<file path="src/inc/com_pkg.sv">
package com_pkg;

	// High clock source option codes
	localparam logic [1:0] HCLK_FAST_RC  = 2'h0;
	localparam logic [1:0] HCLK_RC_RTC   = 2'h1;
	localparam logic [1:0] HCLK_CRYSTAL  = 2'h2;

	// Operating mode codes (field written by software)
	localparam logic [1:0] MODE_NORMAL = 2'h0;
	localparam logic [1:0] MODE_SLEEP  = 2'h1;
	localparam logic [1:0] MODE_GREEN  = 2'h2;
	localparam logic [1:0] MODE_SLOW   = 2'h3;

	// Instruction clock divider in slow mode
	localparam logic [3:0] SLOW_DIV = 4'h4;

	// Data memory map
	localparam logic [11:0] GP_RAM_LO  = 12'h000;
	localparam logic [11:0] GP_RAM_HI  = 12'h07f;
	localparam logic [11:0] SYS_REG_LO = 12'h080;
	localparam logic [11:0] SYS_REG_HI = 12'h0ff;
	localparam logic [11:0] DISP_LO    = 12'hf00;
	localparam logic [11:0] DISP_HI    = 12'hf0b;
	localparam logic [11:0] IND_PTR    = 12'h0e7;
	localparam int          GP_WORDS   = 128;
	localparam int          DISP_WORDS = 12;

	// AXI4-Lite register offsets
	localparam logic [7:0] REG_OPT    = 8'h00;
	localparam logic [7:0] REG_MODE   = 8'h04;
	localparam logic [7:0] REG_STAT   = 8'h08;
	localparam logic [7:0] REG_MADDR  = 8'h0c;
	localparam logic [7:0] REG_MDATA  = 8'h10;
	localparam logic [7:0] REG_INDEX  = 8'h14;
	localparam logic [7:0] REG_DECODE = 8'h18;
	localparam logic [1:0] RESP_OKAY   = 2'h0;
	localparam logic [1:0] RESP_SLVERR = 2'h2;

	// Region of a data address
	typedef enum logic [3:0] {
		RGN_NONE = 4'h0,
		RGN_GP   = 4'h1,
		RGN_SYS  = 4'h2,
		RGN_DISP = 4'h4,
		RGN_IND  = 4'h8
	} com_region_t;

	// Latched option set
	typedef struct packed {
		logic [1:0] hclk_sel;
		logic       wdt_en;
		logic       secure_en;
		logic       low_rc_always_on;
		logic       low_power_en;
	} com_opts_t;

	// Derived clocking controls
	typedef struct packed {
		logic fast_rc_on;
		logic crystal_hi_on;
		logic rtc_crystal_on;
		logic low_rc_on;
		logic wdt_clk_low_rc;
		logic wdt_run;
		logic rom_protect;
		logic low_power_act;
		logic fcpu_from_slow;
		logic port_two_pins_free;
	} com_ctrl_t;

endpackage

</file>
<file path="src/hdl/com_loader.sv">
// The register addresses and register access over AXI4-Lite are this design's own decisions.
`timescale 1ns/1ns
// What this block does
// - Fast RC option: run from internal RC, free both oscillator pins as port 2.
// - RC with RTC option: high clock from RC, 32768Hz crystal also runs.
// - Crystal option: high clock from the external crystal, not the RC.
// - Always-on option: watchdog clock comes only from low-speed RC.
// - Always-on option: low-speed RC never stops in sleep or green.
// - Always-on option: watchdog keeps counting in sleep, green and normal.
// - By-mode option: low-speed RC follows the software operating mode.
// - Watchdog runs only when its option is enabled.
// - Security option enables ROM protection, else it stays off.
// - Configured instruction rate applies on high clock; slow mode uses low/4.
// - Low-power option reduces current in every mode except slow.
// - Addresses 000h-07Fh decode to 128 bytes of general RAM.
// - Addresses 080h-0FFh, except pointer 0E7h, decode to the system register space.
// - Display RAM is 12 bytes at F00h-F0Bh.
// - Indirect pointer reaches RAM at index pair.
module com_loader
	import com_pkg::*;
(
	// Clock and reset
	input  wire logic        aclk,
	input  wire logic        aresetn,
	// Factory option straps
	input  wire logic [5:0]  opt_strap,
	// AXI4-Lite slave
	input  wire logic [7:0]  s_awaddr,
	input  wire logic        s_awvalid,
	output logic             s_awready,
	input  wire logic [31:0] s_wdata,
	input  wire logic [3:0]  s_wstrb,
	input  wire logic        s_wvalid,
	output logic             s_wready,
	output logic [1:0]       s_bresp,
	output logic             s_bvalid,
	input  wire logic        s_bready,
	input  wire logic [7:0]  s_araddr,
	input  wire logic        s_arvalid,
	output logic             s_arready,
	output logic [31:0]      s_rdata,
	output logic [1:0]       s_rresp,
	output logic             s_rvalid,
	input  wire logic        s_rready,
	// Clock and power controls
	output com_ctrl_t        ctrl
);

	com_opts_t         opts_r;
	logic              opts_done_r;
	logic [1:0]        mode_r;
	logic [7:0]        idx_hi_r;
	logic [7:0]        idx_lo_r;
	logic [11:0]       maddr_r;
	logic [7:0]        gp_mem [GP_WORDS];
	logic [7:0]        disp_mem [DISP_WORDS];
	logic [7:0]        sys_mem [GP_WORDS];
	logic              aw_got_r;
	logic              w_got_r;
	logic [7:0]        awaddr_r;
	logic [31:0]       wdata_r;
	logic [3:0]        wstrb_r;
	logic [11:0]       eff_addr;
	com_region_t       rgn;
	com_ctrl_t         ctrl_nxt;
	logic              wr_go;
	logic              wr_ok;
	logic [5:0]        strap_s1_r;
	logic [5:0]        strap_s2_r;
	logic [5:0]        strap_s3_r;

	// Region decode of a 12-bit data address
	function automatic com_region_t decode(input logic [11:0] a);
		if (a == IND_PTR)
			return RGN_IND;
		if (a <= GP_RAM_HI)
			return RGN_GP;
		if (a >= SYS_REG_LO && a <= SYS_REG_HI)
			return RGN_SYS;
		if (a >= DISP_LO && a <= DISP_HI)
			return RGN_DISP;
		return RGN_NONE;
	endfunction

	// Byte read at a decoded address
	function automatic logic [7:0] mem_rd(input logic [11:0] a);
		unique case (decode(a))
			RGN_GP:   return gp_mem[a[6:0]];
			RGN_SYS:  return sys_mem[a[6:0]];
			RGN_DISP: return disp_mem[a[3:0]];
			default:  return 8'h00;
		endcase
	endfunction

	// Indirect pointer resolves to the index pair
	always_comb begin
		eff_addr = maddr_r;
		if (decode(maddr_r) == RGN_IND)
			eff_addr = {idx_hi_r[3:0], idx_lo_r};
		rgn = decode(eff_addr);
	end

	// Three-stage strap synchroniser, free running so it settles in reset
	always_ff @(posedge aclk) begin
		strap_s1_r <= opt_strap;
		strap_s2_r <= strap_s1_r;
		strap_s3_r <= strap_s2_r;
	end

	// Option capture once after each reset release, on settled straps
	always_ff @(posedge aclk) begin
		if (!aresetn) begin
			opts_r      <= '0;
			opts_done_r <= 1'b0;
		end else if (!opts_done_r && strap_s2_r == strap_s3_r) begin
			opts_r      <= com_opts_t'(strap_s3_r);
			opts_done_r <= 1'b1;
		end
	end

	// Clock, watchdog and power control derivation
	always_comb begin
		ctrl_nxt = '0;
		ctrl_nxt.fast_rc_on = (opts_r.hclk_sel != HCLK_CRYSTAL);
		ctrl_nxt.port_two_pins_free =
			(opts_r.hclk_sel == HCLK_FAST_RC);
		ctrl_nxt.rtc_crystal_on = (opts_r.hclk_sel == HCLK_RC_RTC);
		ctrl_nxt.crystal_hi_on = (opts_r.hclk_sel == HCLK_CRYSTAL);
		if (opts_r.low_rc_always_on) begin
			ctrl_nxt.low_rc_on      = 1'b1;
			ctrl_nxt.wdt_clk_low_rc = 1'b1;
			ctrl_nxt.wdt_run        = opts_r.wdt_en;
		end else begin
			ctrl_nxt.low_rc_on  = (mode_r != MODE_SLEEP);
			ctrl_nxt.wdt_clk_low_rc = (mode_r == MODE_SLOW);
			ctrl_nxt.wdt_run    = opts_r.wdt_en &&
				(mode_r != MODE_SLEEP) && (mode_r != MODE_GREEN);
		end
		ctrl_nxt.rom_protect = opts_r.secure_en;
		ctrl_nxt.fcpu_from_slow = (mode_r == MODE_SLOW);
		ctrl_nxt.low_power_act = opts_r.low_power_en &&
			(mode_r != MODE_SLOW);
		if (!opts_done_r)
			ctrl_nxt = '0;
	end

	// Registered control outputs
	always_ff @(posedge aclk) begin
		if (!aresetn)
			ctrl <= '0;
		else
			ctrl <= ctrl_nxt;
	end

	// Write address and data capture, either order
	always_ff @(posedge aclk) begin
		if (!aresetn) begin
			aw_got_r <= 1'b0;
			w_got_r  <= 1'b0;
			awaddr_r <= 8'h00;
			wdata_r  <= 32'h0000_0000;
			wstrb_r  <= 4'h0;
		end else begin
			if (s_awvalid && s_awready) begin
				aw_got_r <= 1'b1;
				awaddr_r <= s_awaddr;
			end
			if (s_wvalid && s_wready) begin
				w_got_r <= 1'b1;
				wdata_r <= s_wdata;
				wstrb_r <= s_wstrb;
			end
			if (wr_go) begin
				aw_got_r <= 1'b0;
				w_got_r  <= 1'b0;
			end
		end
	end

	assign wr_go = aw_got_r && w_got_r && !s_bvalid;
	assign wr_ok = (awaddr_r == REG_MODE) || (awaddr_r == REG_MADDR) ||
		(awaddr_r == REG_MDATA) || (awaddr_r == REG_INDEX);

	// Ready flags for address and data channels
	always_ff @(posedge aclk) begin
		if (!aresetn) begin
			s_awready <= 1'b0;
			s_wready  <= 1'b0;
		end else begin
			s_awready <= !aw_got_r && !s_awready && !s_bvalid;
			s_wready  <= !w_got_r && !s_wready && !s_bvalid;
			if (s_awvalid && s_awready)
				s_awready <= 1'b0;
			if (s_wvalid && s_wready)
				s_wready <= 1'b0;
		end
	end

	// Write response
	always_ff @(posedge aclk) begin
		if (!aresetn) begin
			s_bvalid <= 1'b0;
			s_bresp  <= RESP_OKAY;
		end else if (wr_go) begin
			s_bvalid <= 1'b1;
			s_bresp  <= wr_ok ? RESP_OKAY : RESP_SLVERR;
		end else if (s_bready) begin
			s_bvalid <= 1'b0;
		end
	end

	// Software registers: mode, memory address, index pair
	always_ff @(posedge aclk) begin
		if (!aresetn) begin
			mode_r   <= MODE_NORMAL;
			maddr_r  <= 12'h000;
			idx_hi_r <= 8'h00;
			idx_lo_r <= 8'h00;
		end else if (wr_go && wstrb_r[0]) begin
			unique case (awaddr_r)
				REG_MODE:  mode_r <= wdata_r[1:0];
				REG_MADDR: maddr_r <= {wstrb_r[1] ? wdata_r[11:8]
					: maddr_r[11:8], wdata_r[7:0]};
				REG_INDEX: begin
					idx_lo_r <= wdata_r[7:0];
					if (wstrb_r[1])
						idx_hi_r <= wdata_r[15:8];
				end
				default: ;
			endcase
		end
	end

	// Data memory write through decoded address
	always_ff @(posedge aclk) begin
		if (wr_go && wstrb_r[0] && awaddr_r == REG_MDATA) begin
			unique case (rgn)
				RGN_GP:   gp_mem[eff_addr[6:0]] <= wdata_r[7:0];
				RGN_SYS:  sys_mem[eff_addr[6:0]] <= wdata_r[7:0];
				RGN_DISP: disp_mem[eff_addr[3:0]] <= wdata_r[7:0];
				default: ;
			endcase
		end
	end

	// Read channel
	always_ff @(posedge aclk) begin
		if (!aresetn) begin
			s_arready <= 1'b0;
			s_rvalid  <= 1'b0;
			s_rdata   <= 32'h0000_0000;
			s_rresp   <= RESP_OKAY;
		end else begin
			s_arready <= !s_rvalid && !s_arready;
			if (s_arvalid && s_arready) begin
				s_arready <= 1'b0;
				s_rvalid  <= 1'b1;
				s_rresp   <= RESP_OKAY;
				unique case (s_araddr)
					REG_OPT:    s_rdata <= {26'h0, opts_r};
					REG_MODE:   s_rdata <= {30'h0, mode_r};
					REG_STAT:   s_rdata <= {22'h0, ctrl_nxt};
					REG_MADDR:  s_rdata <= {20'h0, maddr_r};
					REG_MDATA:  s_rdata <= {24'h0, mem_rd(eff_addr)};
					REG_INDEX:  s_rdata <= {16'h0, idx_hi_r, idx_lo_r};
					REG_DECODE: s_rdata <= {16'h0, eff_addr, rgn};
					default: begin
						s_rdata <= 32'h0000_0000;
						s_rresp <= RESP_SLVERR;
					end
				endcase
			end else if (s_rvalid && s_rready) begin
				s_rvalid <= 1'b0;
			end
		end
	end
endmodule

</file>
<file path="config.mk">
export PLATFORM = sky130hd
export DESIGN_NAME = com_loader
export DESIGN_NICKNAME = d
export VERILOG_FILES = /design/src/inc/com_pkg.sv /design/src/hdl/com_loader.sv
export SDC_FILE = /design/constraint.sdc
export NUM_CORES = 2
export LEC_CHECK = 0
export ABC_AREA = 1
export BUFFER_PORTS_ARGS = -buffer_cell sky130_fd_sc_hd__buf_2
export CAP_MARGIN = 20
export CELL_PAD_IN_SITES_DETAIL_PLACEMENT = 1
export CELL_PAD_IN_SITES_GLOBAL_PLACEMENT = 2
export CORE_UTILIZATION = 30
export CTS_BUF_LIST = sky130_fd_sc_hd__clkbuf_4 sky130_fd_sc_hd__clkbuf_8
export DETAILED_ROUTE_END_ITERATION = 16
export HOLD_SLACK_MARGIN = 0.12
export PLACE_DENSITY = 0.62
export SYNTH_ARGS = -nofsm -noshare
export SYNTH_HDL_FRONTEND = slang
export SYNTH_SLANG_ARGS = --single-unit
</file>
<file path="constraint.sdc">
create_clock -name aclk -period 5.3 [get_ports aclk]
set_input_delay 0.265 -clock aclk [delete_from_list [all_inputs] [get_ports aclk]]
set_output_delay 0.265 -clock aclk [all_outputs]
set_load 0.02 [all_outputs]
</file>
==> results.yml <==
die:
  core.rowCount: 203
  die-area_um2: 311000
  start_util_pct: 30.3
  io_pins: 116
  die_h_um: 558
  coreArea_um2: 307000
  fp.dieW_um: 558
outcome:
  status: "completed"
clocking:
  post-cts-setup-buffers: 0
  cts_tree: "done"
  cts.clk_slew.worst_paths_ns: 0.06
  cts_buffers: 400
  clk_latency_ns: 1.11
  root_buffer: "clkbuf_8"
  htreeDepth: 5
  clockBufferDepth: 4
  cts_sinks: 2260
sta:
  hold_viol: 0
  report.final.slew_viol_count: 0
  finalCriticalPeriod_ns: 4.92
  fin_setup_tns_ns: 0
  skew_ns: 0.0622
  finalCritPeriodShare_pct: 92.9
  clock.fmax_mhz: 203
  tightest_slew_ns: 1.16
  setup_viol: 0
  slew_headroom_pct: 22.4
  rsz0062_at_grt: "false"
synth:
  yosys_most_used_dff: "edfxtp_1"
  synth-edff-count: 2144
  synth-seq-cells: 2260
  syn_inst: 8141
  yosys.area.top_type: "edfxtp_1"
  async_reset_ff_share_pct: 0
  synth.area.top_cells: "edfxtp_1 69%, nand3_1 9.8%, nand2_1 9.3%"
  synth.top_cells.by_count: "2,294 x nand2_1, 2,144 x edfxtp_1, 1,807 x nand3_1"
  ys_seq_area_share_pct: 71.9
  avgSynthCellArea_um2: 11.4
  synth.top_cell.area_share_pct: 69.4
  synth_most_common_cell: "nand2_1"
  ys_types: 41
  yosysWarnings: 0
  syn-cell-area_um2: 92700
worst_setup_path:
  worstSetupEndpoint: "s_rdata[1]"
  r2r_start: "maddr_r[9]"
  worst-setup-path-type: "flip-flop to flip-flop"
  cp.arrival_ns: 5.87
  critPathMaxFanout: 17
  crit_slowest_cell: "nor2_4"
  worstPathCellList: "inv_1 -> nand2_1 -> nor2_1 -> nand3_4 -> inv_2 -> nand2_1 -> nand2_1 -> inv_2 -> nor2_4 -> buf_4 -> nand3_1 -> nand2_1 -> nor2_1 -> buf_4 -> nor2_1 -> nor2_1 -> nand3_1 -> nand3_1 -> nand2_1 -> nand2_1 -> nand2_1 -> a21oi_1 -> dlygate4sd3_1"
  slowest_delay_ns: 0.61
  r2r_end: "s_rdata[1]"
  end_kind: "flip-flop"
  cp.required_ns: 6.25
  r2r_slack_ns: 0.38
  rr_worst_depth: 23
  cp-start-kind: "flip-flop"
  path_common_cell: "nand2_1"
  crit_start: "maddr_r[9]"
hold_path:
  hp-class: "flip-flop to flip-flop"
drt:
  drtIter0Drc: 4641
  ant_nets: 0
  drcViolationCount: 0
  vias_per_cell: 4.91
  firstDrtPassIters: 5
  num_vias: 64300
  routed_wl_mm: 312
  routedWlPerCell_um: 23.8
global_route:
  grt_pass1_vias: 66100
  antenna_found_initial: 11
  grt_usage_pct: 19.7
  grt_overflow: 0
  grt_max_degree: 158
  grt_pass1_wl_mm: 454
placed_design:
  place_inst: 12200
  dpl.hpwl_mm: 186
  gp_congestion: 0.824
  io_buffers: 79
power_and_ir_drop:
  power.leakage_uw: 0.0393
  p_per_area_nw_per_um2: 334
  ir_drop_uv: 193
cells_and_area:
  syn_to_final_growth_pct: 17.3
  fill_cells: 33500
  drive_gt1_share_pct: 12.8
  num-nets-final: 8719
  final_cells: 13100
job:
  maxCapViolCount: 0
-- per-layer routing --
| layer | part of all wire [%] | wire, µm | GRT usage, % |
|---|---|---|---|
| met1 | 46 | 142000 | 26.9 |
| met2 | 48 | 149000 | 32.7 |
| met3 | 4.1 | 12900 | 2.53 |
| met4 | 2.6 | 8200 | 5.72 |
| met5 | 0 | 0 | 0 |
-- power breakdown --
part / switching, µW / leakage (µW) / internal, µW / total, µW
clock: 7510 / 0.00410 / 8460 / 16000
sequential: 83.7 / 0.0207 / 19700 / 19800
combinational: 483 / 0.0145 / 142 / 625
-- final cells by class --
| cell class | instances | area (µm²) | area share (%) |
|---|---|---|---|
| clock buffers | 546 | 6660 | 6.13 |
| multi-input cells | 4997 | 22100 | 20.3 |
| clock inverters | 171 | 1050 | 0.963 |
| inverters | 385 | 1450 | 1.34 |
| repair buffers | 610 | 5610 | 5.16 |
| diodes | 11 | 27.5 | 0.0253 |
| well taps | 4100 | 5130 | 4.72 |
| flip-flops and latches | 2260 | 66700 | 61.4 |
-- worst min-delay path by stage --
stage / from / to / slack (ns) / cells after the start
after floorplan: opt_strap[0] / strap_s1_r[0] / 0.29 / 0
after global placement: strap_s1_r[4] / strap_s2_r[4] / 0.32 / 0
after detailed placement: strap_s1_r[3] / strap_s2_r[3] / 0.32 / 0
after CTS: opt_strap[4] / strap_s1_r[4] / 0.24 / 3
after global routing: opt_strap[5] / strap_s1_r[5] / 0.27 / 3
final: strap_s1_r[3] / strap_s2_r[3] / 0.32 / 0
-- timing repair --
action | 4_1_cts | 5_1_grt
resized for setup | 0 | 0
hold buffers | 144 | 0
hold endpoints to repair | 89 | 0
-- registers in the layout (all words and copies together), names as in the netlist, 2 cells and up --
signal,cells
mode_r,2
strap_s1_r,6
gp_mem,1024
awaddr_r,8
disp_mem,96
ctrl,10
wstrb_r,2
s_rdata,16
strap_s3_r,6
opts_r,6
wdata_r,16
idx_hi_r,8
maddr_r,12
strap_s2_r,6
sys_mem,1024
idx_lo_r,8
-- critical path, delay by kind of cell (launching register included) --
kind / cells / cell delay (ns)
compound gates: 1 / 0.06
flops: 1 / 0.33
simple gates: 16 / 2.87
buf+inv: 6 / 1.50
-- cell families after synthesis --
| kind of cell | after synthesis | synth area share (%) |
|---|---|---|
| other | 1 | 0.00404 |
| DFF | 2260 | 71.9 |
| AOI/OAI and AO/OA | 273 | 1.76 |
| buffers and inverters | 909 | 4.47 |
| and+or+nand+nor | 4696 | 21.8 |
| xor gates and xnor gates | 2 | 0.0189 |
-- per-stage QoR --
step | setup WS [ns] | power, µW | utilization, % | area (µm²) | hold WS [ns]
after floorplan | 0.856 | 20400 | - | 92800 | 0.293
after global routing | 0.0330 | 37600 | 35.5 | 109000 | 0.266
final | 0.376 | 36400 | 35.5 | 109000 | 0.325
after CTS | 0.344 | 36800 | 35.5 | 109000 | 0.242
after global placement | 0.681 | 20700 | 32.4 | 99400 | 0.315
after detailed placement | 0.678 | 20700 | 32.5 | 99500 | 0.315
-- cells in the final DEF, fill, tap and decap left out, types with 4 or more instances in the layout --
master / n
bufinv_16: 6
buf_2: 91
diode_2: 11
o221ai_1: 17
dlygate4sd3_1: 144
inv_8: 8
dfxtp_4: 9
clkbuf_4: 137
buf_12: 71
dfxtp_1: 107
nor3_1: 136
nand4_1: 18
buf_4: 300
o21ai_0: 95
a221oi_1: 12
clkinv_1: 105
o21ai_1: 25
conb_1: 26
nand3b_1: 9
o211ai_1: 22
edfxtp_1: 2144
a21oi_1: 67
inv_12: 6
nor2_1: 406
o22ai_1: 12
a211oi_1: 12
inv_6: 5
clkbuf_8: 411
inv_1: 353
nor2_4: 5
nand3_1: 1807
nor3_4: 4
clkinv_2: 39
nand2_4: 5
inv_2: 26
clkinvlp_4: 5
nor2_2: 6
nor4_1: 5
nand2_1: 2289
(Power assumes the default switching activity.)
